### src/core/rsp_defs.vh
// Purpose: Constants for the serial handshake port with status indicators
// Assumes: 250 MHz system clock, 8N1 framing
// Notes: Divider values select bit rates up to the top supported rate
`ifndef RSP_DEFS_VH
`define RSP_DEFS_VH

// ----------------------------------------
// Clock and rates
// ----------------------------------------
`define RSP_CLK_HZ 250000000
`define RSP_MAX_BAUD 76800
// Smallest legal divider: clocks per bit at the top rate
`define RSP_DIV_MIN ((`RSP_CLK_HZ + `RSP_MAX_BAUD - 1) / `RSP_MAX_BAUD)
`define RSP_DIV_W 16
`define RSP_DIV_RST 16'h0cb8

// ----------------------------------------
// Timing
// ----------------------------------------
// Break: line low longer than this many bit times
`define RSP_BRK_BITS 20
// Minimum indicator on-time in ms, converted to cycles
`define RSP_LED_MS 50
`define RSP_LED_CYC (`RSP_CLK_HZ / 1000 * `RSP_LED_MS)
`define RSP_LED_W 24

`endif

### src/core/rsp_buf2.v
// Purpose: Two-entry skid buffer with valid/ready on both sides
// Assumes: Single clock, synchronous active-high reset
// Notes: Full when both entries hold data; in_ready drops then
`timescale 1ns/1ps
module rsp_buf2 #(
  parameter W = 8
) (
  input wire clk,
  input wire rst,
  input wire [W-1:0] in_data,
  input wire in_valid,
  output wire in_ready,
  output wire [W-1:0] out_data,
  output wire out_valid,
  input wire out_ready
);
  reg [W-1:0] mem_q [0:1];
  reg rd_q;
  reg wr_q;
  reg [1:0] cnt_q;
  reg [1:0] cnt_d;
  reg rdy_q;
  wire push;
  wire pop;

  // Registered ready so the top output comes from a flip-flop
  assign in_ready = rdy_q;
  assign out_valid = (cnt_q != 2'h0);
  assign out_data = mem_q[rd_q];
  assign push = in_valid && in_ready;
  assign pop = out_valid && out_ready;

  always @*
  begin
    cnt_d = cnt_q;
    if (push && !pop)
      cnt_d = cnt_q + 2'h1;
    else if (pop && !push)
      cnt_d = cnt_q - 2'h1;
  end

  always @(posedge clk)
  begin
    if (rst)
    begin
      rd_q <= 1'b0;
      wr_q <= 1'b0;
      cnt_q <= 2'h0;
      rdy_q <= 1'b1;
    end
    else
    begin
      if (push)
      begin
        mem_q[wr_q] <= in_data;
        wr_q <= ~wr_q;
      end
      if (pop)
        rd_q <= ~rd_q;
      cnt_q <= cnt_d;
      rdy_q <= (cnt_d != 2'h2);
    end
  end
endmodule

### src/core/rsp_port.v
// Purpose: Full-duplex serial port with modem lines and status indicators
// Assumes: 250 MHz CLK_SYS, SYS_RST synchronous active high, 8N1 frames
// Notes: Pin inputs pass two flip-flops before use
`timescale 1ns/1ps
`include "rsp_defs.vh"
module rsp_port (
  input wire CLK_SYS,
  input wire SYS_RST,
  input wire [15:0] BAUD_DIV,
  input wire [7:0] TX_DATA,
  input wire TX_VALID,
  output wire TX_READY,
  output reg [7:0] RX_DATA,
  output reg RX_VALID,
  input wire RX_READY,
  input wire TERM_READY,
  input wire HW_FAULT,
  input wire FW_ERROR,
  input wire PARAM_ERROR,
  input wire REPARAM_BUSY,
  input wire FW_UPDATE,
  input wire RXD_PIN,
  input wire DSR_PIN,
  input wire CTS_PIN,
  input wire DCD_PIN,
  input wire RI_PIN,
  output reg TXD_PIN,
  output reg RTS_PIN,
  output reg DTR_PIN,
  output reg PARTNER_READY,
  output reg CARRIER,
  output reg RING,
  output reg BREAK_DET,
  output reg RX_OVERRUN,
  output reg FAULT_INDICATOR,
  output reg TX_INDICATOR,
  output reg RX_INDICATOR
);
  // ----------------------------------------
  // Input synchronisers
  // ----------------------------------------
  reg [4:0] sync1_q;
  reg [4:0] sync2_q;
  wire rxd_s = sync2_q[0];
  wire dsr_s = sync2_q[1];
  wire cts_s = sync2_q[2];

  always @(posedge CLK_SYS)
  begin
    if (SYS_RST)
    begin
      sync1_q <= 5'h01;
      sync2_q <= 5'h01;
    end
    else
    begin
      sync1_q <= {RI_PIN, DCD_PIN, CTS_PIN, DSR_PIN, RXD_PIN};
      sync2_q <= sync1_q;
    end
  end

  // ----------------------------------------
  // Bit period, clamped to the top rate
  // ----------------------------------------
  wire [31:0] div_min_w = `RSP_DIV_MIN;
  wire [15:0] div_min = div_min_w[15:0];
  wire [15:0] div = (BAUD_DIV < div_min) ? div_min : BAUD_DIV;
  wire [15:0] div_half = {1'b0, div[15:1]};

  // ----------------------------------------
  // Transmit buffer
  // ----------------------------------------
  wire [7:0] tb_data;
  wire tb_valid;
  reg tb_take;

  rsp_buf2 #(
    .W(8)
  ) u_txbuf (
    .clk(CLK_SYS),
    .rst(SYS_RST),
    .in_data(TX_DATA),
    .in_valid(TX_VALID),
    .in_ready(TX_READY),
    .out_data(tb_data),
    .out_valid(tb_valid),
    .out_ready(tb_take)
  );

  // ----------------------------------------
  // Transmitter
  // ----------------------------------------
  localparam TX_IDLE = 3'b001;
  localparam TX_WAIT = 3'b010;
  localparam TX_SEND = 3'b100;
  reg [2:0] tx_st_q;
  reg [15:0] tx_cnt_q;
  reg [3:0] tx_bit_q;
  reg [9:0] tx_sh_q;
  reg tx_act;

  always @*
  begin
    tb_take = (tx_st_q == TX_WAIT) && cts_s;
    tx_act = (tx_st_q == TX_SEND);
  end

  // Independent of receiver below
  always @(posedge CLK_SYS)
  begin
    if (SYS_RST)
    begin
      tx_st_q <= TX_IDLE;
      tx_cnt_q <= 16'h0000;
      tx_bit_q <= 4'h0;
      tx_sh_q <= 10'h3ff;
      TXD_PIN <= 1'b1;
      RTS_PIN <= 1'b0;
    end
    else
    begin
      case (tx_st_q)
        TX_IDLE:
        begin
          TXD_PIN <= 1'b1;
          RTS_PIN <= 1'b0;
          if (tb_valid)
          begin
            RTS_PIN <= 1'b1;
            tx_st_q <= TX_WAIT;
          end
        end
        TX_WAIT:
        begin
          if (tb_take)
          begin
            tx_sh_q <= {1'b1, tb_data, 1'b0};
            tx_cnt_q <= 16'h0000;
            tx_bit_q <= 4'h0;
            tx_st_q <= TX_SEND;
          end
        end
        TX_SEND:
        begin
          TXD_PIN <= tx_sh_q[0];
          if (tx_cnt_q == div - 16'h0001)
          begin
            tx_cnt_q <= 16'h0000;
            tx_sh_q <= {1'b1, tx_sh_q[9:1]};
            if (tx_bit_q == 4'h9)
            begin
              // Keep request-to-send while more data waits
              tx_st_q <= tb_valid ? TX_WAIT : TX_IDLE;
              TXD_PIN <= 1'b1;
            end
            else
              tx_bit_q <= tx_bit_q + 4'h1;
          end
          else
            tx_cnt_q <= tx_cnt_q + 16'h0001;
        end
        default:
          tx_st_q <= TX_IDLE;
      endcase
    end
  end

  // ----------------------------------------
  // Receiver
  // ----------------------------------------
  localparam RX_IDLE = 3'b001;
  localparam RX_BITS = 3'b010;
  localparam RX_STOP = 3'b100;
  reg [2:0] rx_st_q;
  reg [15:0] rx_cnt_q;
  reg [3:0] rx_bit_q;
  reg [7:0] rx_sh_q;
  reg [4:0] brk_bits_q;
  reg [15:0] brk_cnt_q;

  always @(posedge CLK_SYS)
  begin
    if (SYS_RST)
    begin
      rx_st_q <= RX_IDLE;
      rx_cnt_q <= 16'h0000;
      rx_bit_q <= 4'h0;
      rx_sh_q <= 8'h00;
      RX_DATA <= 8'h00;
      RX_VALID <= 1'b0;
      RX_OVERRUN <= 1'b0;
    end
    else
    begin
      if (RX_VALID && RX_READY)
        RX_VALID <= 1'b0;
      case (rx_st_q)
        RX_IDLE:
        begin
          // Idle line is one, start bit is a falling level
          if (!rxd_s)
          begin
            rx_cnt_q <= 16'h0000;
            rx_bit_q <= 4'h0;
            rx_st_q <= RX_BITS;
          end
        end
        RX_BITS:
        begin
          // Sample at middle of start bit, then every bit time
          if ((rx_bit_q == 4'h0) ? (rx_cnt_q == div_half) : (rx_cnt_q == div - 16'h0001))
          begin
            rx_cnt_q <= 16'h0000;
            if (rx_bit_q == 4'h0 && rxd_s)
              rx_st_q <= RX_IDLE;
            else if (rx_bit_q == 4'h9)
              rx_st_q <= RX_STOP;
            else
            begin
              if (rx_bit_q != 4'h0)
                rx_sh_q <= {rxd_s, rx_sh_q[7:1]};
              rx_bit_q <= rx_bit_q + 4'h1;
            end
            if (rx_bit_q == 4'h8)
              rx_bit_q <= 4'h9;
          end
          else
            rx_cnt_q <= rx_cnt_q + 16'h0001;
        end
        RX_STOP:
        begin
          // Bad stop bit drops the word; break logic reports long lows
          if (rxd_s)
          begin
            if (RX_VALID && !RX_READY)
              RX_OVERRUN <= 1'b1;
            else
            begin
              RX_DATA <= rx_sh_q;
              RX_VALID <= 1'b1;
            end
          end
          rx_st_q <= RX_IDLE;
        end
        default:
          rx_st_q <= RX_IDLE;
      endcase
    end
  end

  // ----------------------------------------
  // Break detection and status
  // ----------------------------------------
  always @(posedge CLK_SYS)
  begin
    if (SYS_RST)
    begin
      brk_cnt_q <= 16'h0000;
      brk_bits_q <= 5'h00;
      BREAK_DET <= 1'b0;
      PARTNER_READY <= 1'b0;
      CARRIER <= 1'b0;
      RING <= 1'b0;
      DTR_PIN <= 1'b0;
    end
    else
    begin
      PARTNER_READY <= dsr_s;
      CARRIER <= sync2_q[3];
      RING <= sync2_q[4];
      DTR_PIN <= TERM_READY;
      if (rxd_s)
      begin
        brk_cnt_q <= 16'h0000;
        brk_bits_q <= 5'h00;
        BREAK_DET <= 1'b0;
      end
      else if (brk_bits_q == `RSP_BRK_BITS)
        BREAK_DET <= 1'b1;
      else if (brk_cnt_q == div - 16'h0001)
      begin
        brk_cnt_q <= 16'h0000;
        brk_bits_q <= brk_bits_q + 5'h01;
      end
      else
        brk_cnt_q <= brk_cnt_q + 16'h0001;
    end
  end

  // ----------------------------------------
  // Indicators
  // ----------------------------------------
  reg [23:0] tx_led_q;
  reg [23:0] rx_led_q;
  wire rx_act = (rx_st_q != RX_IDLE);
  wire [31:0] led_cyc_w = `RSP_LED_CYC;
  wire [23:0] led_cyc = led_cyc_w[23:0];
  wire group_alarm = HW_FAULT | FW_ERROR | PARAM_ERROR | BREAK_DET;

  always @(posedge CLK_SYS)
  begin
    if (SYS_RST)
    begin
      tx_led_q <= 24'h000000;
      rx_led_q <= 24'h000000;
      FAULT_INDICATOR <= 1'b0;
      TX_INDICATOR <= 1'b0;
      RX_INDICATOR <= 1'b0;
    end
    else
    begin
      // Stretch keeps a single short character visible
      if (tx_act)
        tx_led_q <= led_cyc;
      else if (tx_led_q != 24'h000000)
        tx_led_q <= tx_led_q - 24'h000001;
      if (rx_act)
        rx_led_q <= led_cyc;
      else if (rx_led_q != 24'h000000)
        rx_led_q <= rx_led_q - 24'h000001;
      FAULT_INDICATOR <= group_alarm | REPARAM_BUSY | FW_UPDATE;
      TX_INDICATOR <= FW_UPDATE | (tx_led_q != 24'h000000);
      RX_INDICATOR <= FW_UPDATE | (rx_led_q != 24'h000000);
    end
  end
endmodule

### config.mk
export PLATFORM = sky130hd
export DESIGN_NAME = rsp_port
export DESIGN_NICKNAME = d
export VERILOG_FILES = /design/src/core/rsp_buf2.v /design/src/core/rsp_port.v
export VERILOG_INCLUDE_DIRS = /design/src /design/src/core
export SDC_FILE = /design/constraint.sdc
export NUM_CORES = 1
export LEC_CHECK = 0
export BUFFER_PORTS_ARGS = -buffer_cell sky130_fd_sc_hd__buf_2
export CORE_MARGIN = 5
export CORE_UTILIZATION = 49
export CTS_BUF_LIST = sky130_fd_sc_hd__clkbuf_16
export DETAILED_ROUTE_END_ITERATION = 7
export GPL_TIMING_DRIVEN = 0
export PLACE_DENSITY = 0.71
export SETUP_SLACK_MARGIN = 0.1
export SYNTH_ARGS = -nofsm -noshare
export SYNTH_HDL_FRONTEND = slang
export SYNTH_SLANG_ARGS = --single-unit
### constraint.sdc
create_clock -name CLK_SYS -period 11.5 [get_ports CLK_SYS]
set_clock_uncertainty 0.05 [all_clocks]
set_input_delay 1.15 -clock CLK_SYS [delete_from_list [all_inputs] [get_ports CLK_SYS]]
set_output_delay 1.15 -clock CLK_SYS [all_outputs]
set_load 0.005 [all_outputs]
Word-level counts from Yosys, hierarchy flattened:

Memory sizes are Yosys's and may differ from the RTL's. A register that Yosys moved wholly into a read port is not among the register bits.
Cells that the tools add are included.

* register bits: 168
* bits in latches: 0
* RAM bits: 16
* ROM bits: 0
* output and inout port bits: 21
* word-level logic and storage cells: 172
* memories kept: 1

* add/sub/neg operators: 11
* multipliers: 0
* divide/modulo/power cells: 0
* magnitude comparators: 1
* eq/ne operators: 26
* shift operators: 0
* muxes and demuxes: 52
* bitwise gates (word level): 13
* reductions and logical operators: 35

Memory list
* u_txbuf.mem_q: depth 2, width 8, read ports 1, clocked after memory_dff 1, wr ports 1, RTL line rsp_buf2.v:17 `reg [W-1:0] mem_q [0:1];`

Operators with widths (number)
* $mux W16: 6
* $mux W24: 4
* $pmux W16 S2: 2
* $add A16 B1 Y16 const B: 3
* $eq A16 B16 Y1: 3
* $reduce_bool A24 Y1: 2
* $sub A24 B1 Y24 const B: 2
* $mux W4: 8
* $mux W3: 8
* $mux W10: 2
* $pmux W10 S2: 1
* $eq A16 B15 Y1: 1
* $lt A16 B12 Y1 const B: 1
* $pmux W4 S2: 2
* $sub A16 B1 Y16 const B: 1
* $mux W1: 13
* $eq A4 B4 Y1 const B: 3
* $reduce_and A3 Y1: 4
* $reduce_bool A2 Y1: 6
* $ne A2 B2 Y1 const B: 5
* $reduce_and A5 Y1: 2
* $ne A3 B3 Y1 const B: 3
* $pmux W3 S3: 1
* $add A4 B1 Y4 const B: 2
* other kinds (21): 53

Logic depth before layout (Yosys ltp):

* depth after elaboration: 7
* mapped depth: 19
* gate-level depth less buffers: 14

Hierarchy:

Synthesis repeated with hierarchy kept, for this count alone.

* cells, all modules: 1141
* area, all modules: 9917.0 um^2

Modules (own cells, without submodules)
* rsp_port: instances 1, cells each 1081, area each 9027.4 um^2, seq. area each 3243.1 um^2
* rsp_buf2: instances 1, cells each 60, area each 889.6 um^2, seq. area each 600.6 um^2

Least setup slack after synthesis:

Ideal clock, no wire load.

* kind: input to register
* start: in BAUD_DIV[12]
* end: reg rx_sh_q[0]
* arrival: 5.932 ns
* setup slack: 5.390 ns
* stages on the path: 17
* path buffers: 4
* cell sequence: buf_2 or4_1 clkbuf_1 nor2_1 nor2_1 nand2_1 ha_1 buf_2 or4b_1 or4_1 clkbuf_1 and4b_1 or4b_1 or4_4 nor4_4 mux2i_1 nor2_1

* word-level cells in the longest chain between the ends: 6

Ends and longest elaborated chain
* start, declared: RTL line rsp_port.v:9 `input wire [15:0] BAUD_DIV,`
* $lt A16 B12 Y1: RTL line rsp_port.v:67 `wire [15:0] div = (BAUD_DIV < div_min) ? div_min : BAUD_DIV;`
* $mux W16 (*): RTL line rsp_port.v:67
* $sub A16 B1 Y16: RTL line rsp_port.v:211 `if ((rx_bit_q == 4'h0) ? (rx_cnt_q == div_half) : (rx_cnt_q == div - 16'h0001))`
* $eq A16 B16 Y1: RTL line rsp_port.v:211
* $mux W1 (*): RTL line rsp_port.v:211
* $reduce_and A5 Y1 (no source line) (*)
* end signal, assigned: RTL line rsp_port.v:221 `rx_sh_q <= {rxd_s, rx_sh_q[7:1]};`
* end, declared: RTL line rsp_port.v:177 `reg [7:0] rx_sh_q;`

Mark *: on every way between the ends. The rest lies on a longest branch, timed or not.
A chain may end at the register's enable or synchronous reset.

Worst setup path in the final report:

* start: in BAUD_DIV[14]
* end: reg rx_sh_q[0]

Same word-level chain as after synthesis.

==> results.cfg <==
[routing]
via_per_inst = 5.800
vias = 8723
wl_per_cell_um = 16.65
first_iter_violations = 774
route.detailed.drc = 0
wirelength_um = 25040
firstDrtPassIters = 5
final_antenna_net_count = 0

[placed_design]
place.port_buffers = 56
hpwl_um = 18300
gp_congestion = 0.9682

[cells_and_area]
area_delta_synth_final_pct = 12.16
post-route-util = 0.5601
n_antenna_cell = 0
final_cell_mix = dfxtp_1 (168), nor2_1 (143), nand2_1 (87), a21oi_1 (69)
final_common_cell = dfxtp_1
layout-drive-gt1-share = 0.08797
nets = 1279
fill_cells = 1806

[global_routing]
antenna_found_initial = 0
grt_max_degree = 17
grt_pass1_vias = 8082
groute.usage.overall = 0.2255
grt_pass1_wl_um = 41420
grt_overflow = 0

[clock_tree]
clk_pin_slew_ps = 70
cts-htree-levels = 4
cts_buffer_depth = 2
postCtsSetupRepairBufs = 0
cts.sinks = 184
cts.hold.buffers_added = 0
post_cts_resized = 0
cts_tree = done
insertion_delay_ps = 440
numCtsBuffers = 17
root_buffer = clkbuf_16

[synth]
yosysSeqAreaShare = 0.3929
synth_warnings = 0
ys.flop_type = dfxtp_1
syn_avg_cell_area_um2 = 8.499
syn-num-nets = 1204
synthCells = 1151
ys_ff_latch = 184
yosysUniqueCellTypes = 71
syn_area_um2 = 9782
synth_edf_count = 16
synthArstFlopShare = 0

[sta]
fmax_mhz = 144.8
final_hold_viol_count = 0
min_period_ps = 6905
setup_viol = 0
timing_max_transition_violations_final = 0
tightest_slew_ps = 1186
tns_ps = 0
grt_setup_unrepaired = false
fin_hold_ws_ps = 367.2
slew-limit-headroom = 0.2076
fin_crit_sh = 0.6005

[critical_path]
worst_setup_path_end_kind = flop
critPathBufInv = 4
critPathKind = in2reg
cp_slowest_stage_delay_ps = 800
cpMaxStageDelayCell = nor4_4
start_kind = primary input
cp.arrival_ps = 7160
cpMostUsedCell = nor2_1
cp_cell_sequence = buf_2, or4_1, clkbuf_1, nor2_1, nor2_1, nand2_1, ha_1, buf_2, or4b_1, or4_1, clkbuf_1, and4b_1, or4b_1, or4_4, nor4_4, mux2i_1, nor2_1
critPathTopFamily = simple AND/OR/NAND/NOR gates
cp_max_fo = 10
critical_path_required_ps = 11760

[min_path]
hold_class = reg2reg

[pwr]
vdd_drop_max_v = 0.0001093
p_clk_frac = 0.309
power.density_nw_per_um2 = 171.3
p_comb_frac = 0.263
p_sw_frac = 0.3236
p_seq_frac = 0.428
p_leak_nw = 4.187
p_int_mw = 1.271
p_sw_uw = 608.1

[run_status]
outcome = finished clean

[floorplanning]
core-area_um2 = 19590
rows = 51
die_w_um = 151.3
die_area_um2 = 22890
fp.dieH_um = 151.3
pin_count = 60
initial_utilization = 0.4993

[run]
drv_cap = 0
[registers in the layout (all words and copies together), names as in the netlist, 2 cells and up, named ones only]
register / count
brk_cnt_q: 16
rx_st_q: 3
brk_bits_q: 5
tx_bit_q: 4
u_txbuf.mem_q: 16
sync2_q: 5
tx_led_q: 24
sync1_q: 5
rx_led_q: 24
RX_DATA: 8
u_txbuf.cnt_q: 2
tx_st_q: 3
tx_cnt_q: 16
rx_sh_q: 8
tx_sh_q: 9
rx_bit_q: 4
rx_cnt_q: 16
[power by group through the flow]
stage	Combinational (mW)	Sequential (mW)	Clock, mW
2_1_floorplan	0.398	0.802	0
6_report	0.495	0.804	0.580
3_3_place_gp	0.480	0.813	0
4_1_cts	0.496	0.803	0.592
5_1_grt	0.568	0.816	0.618
3_5_place_dp	0.488	0.816	0
[synthesized netlist by cell type, types with 11 or more instances]
cell	n	area, um2
nor2_1	143	536.8
a21oi_1	69	345.3
xnor2_1	60	525.5
nand4_1	26	162.7
nor4_1	24	150.1
or4_1	22	165.2
nor2b_1	22	137.6
clkbuf_1	48	180.2
a31oi_1	14	87.58
mux2i_1	28	280.3
edfxtp_1	16	480.5
o21a_1	16	120.1
o21ai_0	38	190.2
or3_1	14	87.58
xor2_1	44	385.4
and3_1	30	187.7
dfxtp_1	168	3363
o311ai_0	11	96.34
nor3b_1	22	165.2
nand3_1	30	150.1
nor3_1	34	170.2
nand2_1	87	326.6
ha_1	14	175.2
o211ai_1	12	90.09
inv_1	28	105.1
[logic make-up (layout without fill, tap and decap cells)]
| logic type | count (synthesis) | in the layout | share of synthesized area |
|---|---|---|---|
| multiplexers | 28 | 28 | 0.02865 |
| AND/OR/NAND/NOR | 511 | 511 | 0.2786 |
| flip-flops | 184 | 184 | 0.3929 |
| buffers and inverters | 84 | 172 | 0.03351 |
| XOR/XNOR | 107 | 107 | 0.1002 |
| AO/OA/AOI/OAI | 223 | 223 | 0.1482 |
| adder cells (fa/ha/maj) | 14 | 14 | 0.01791 |
[stage by stage]
step | total power [mW] | std cells | setup slack [ps] | cell area (um2)
after global placement | 1.294 | 1472 | 4270 | 10390
final | 1.879 | 1504 | 4595 | 10970
after floorplan | 1.200 | 1151 | 5390 | 9782
after detailed placement | 1.304 | 1472 | 4297 | 10390
after global routing | 2.002 | 1504 | 4200 | 10970
after CTS | 1.891 | 1504 | 4696 | 10970
[worst reg2reg max path, cell delays in order (launching register included)]
cell	delay, ps
dfxtp_1	370
inv_1	80
ha_1	240
nor3b_1	470
clkbuf_1	410
clkbuf_1	410
buf_1	460
a31oi_1	210
a211oi_1	430
nand4_1	290
nor4_4	800
mux2i_1	290
nor2_1	60
[metal layers]
metal  routed length [um]  track usage  share of wire  vias to the layer above
met1                11680       0.3212           0.47                     4078
met3                 1620      0.03740          0.065                       41
li1                     -            -              -                     4328
met4                  558      0.07616          0.022                        0
met5                    0            0              0                        -
met2                11180       0.3470           0.45                      276
[layout make-up]
type / instances / area (um2) / share of cell area
plain buffers: 56 / 222.7 / 0.02030
clock buffers: 17 / 425.4 / 0.03877
clock inverters: 15 / 152.6 / 0.01391
inverters: 28 / 105.1 / 0.009579
multi-input cells: 883 / 5610 / 0.5113
flip-flops and latches: 184 / 3844 / 0.3503
well taps: 265 / 331.6 / 0.03022
repair buffers: 56 / 280.3 / 0.02554
[final timing paths]
check	startpoint	to	slack, ps	cells past startpoint
max reg2reg	rx_bit_q[0]	rx_sh_q[0]	6800	12
min	sync1_q[0]	sync2_q[0]	370	1
max	BAUD_DIV[14]	rx_sh_q[0]	4590	17
min reg2reg	sync1_q[0]	sync2_q[0]	370	1
No activity file was read; power rests on OpenSTA's default activity.
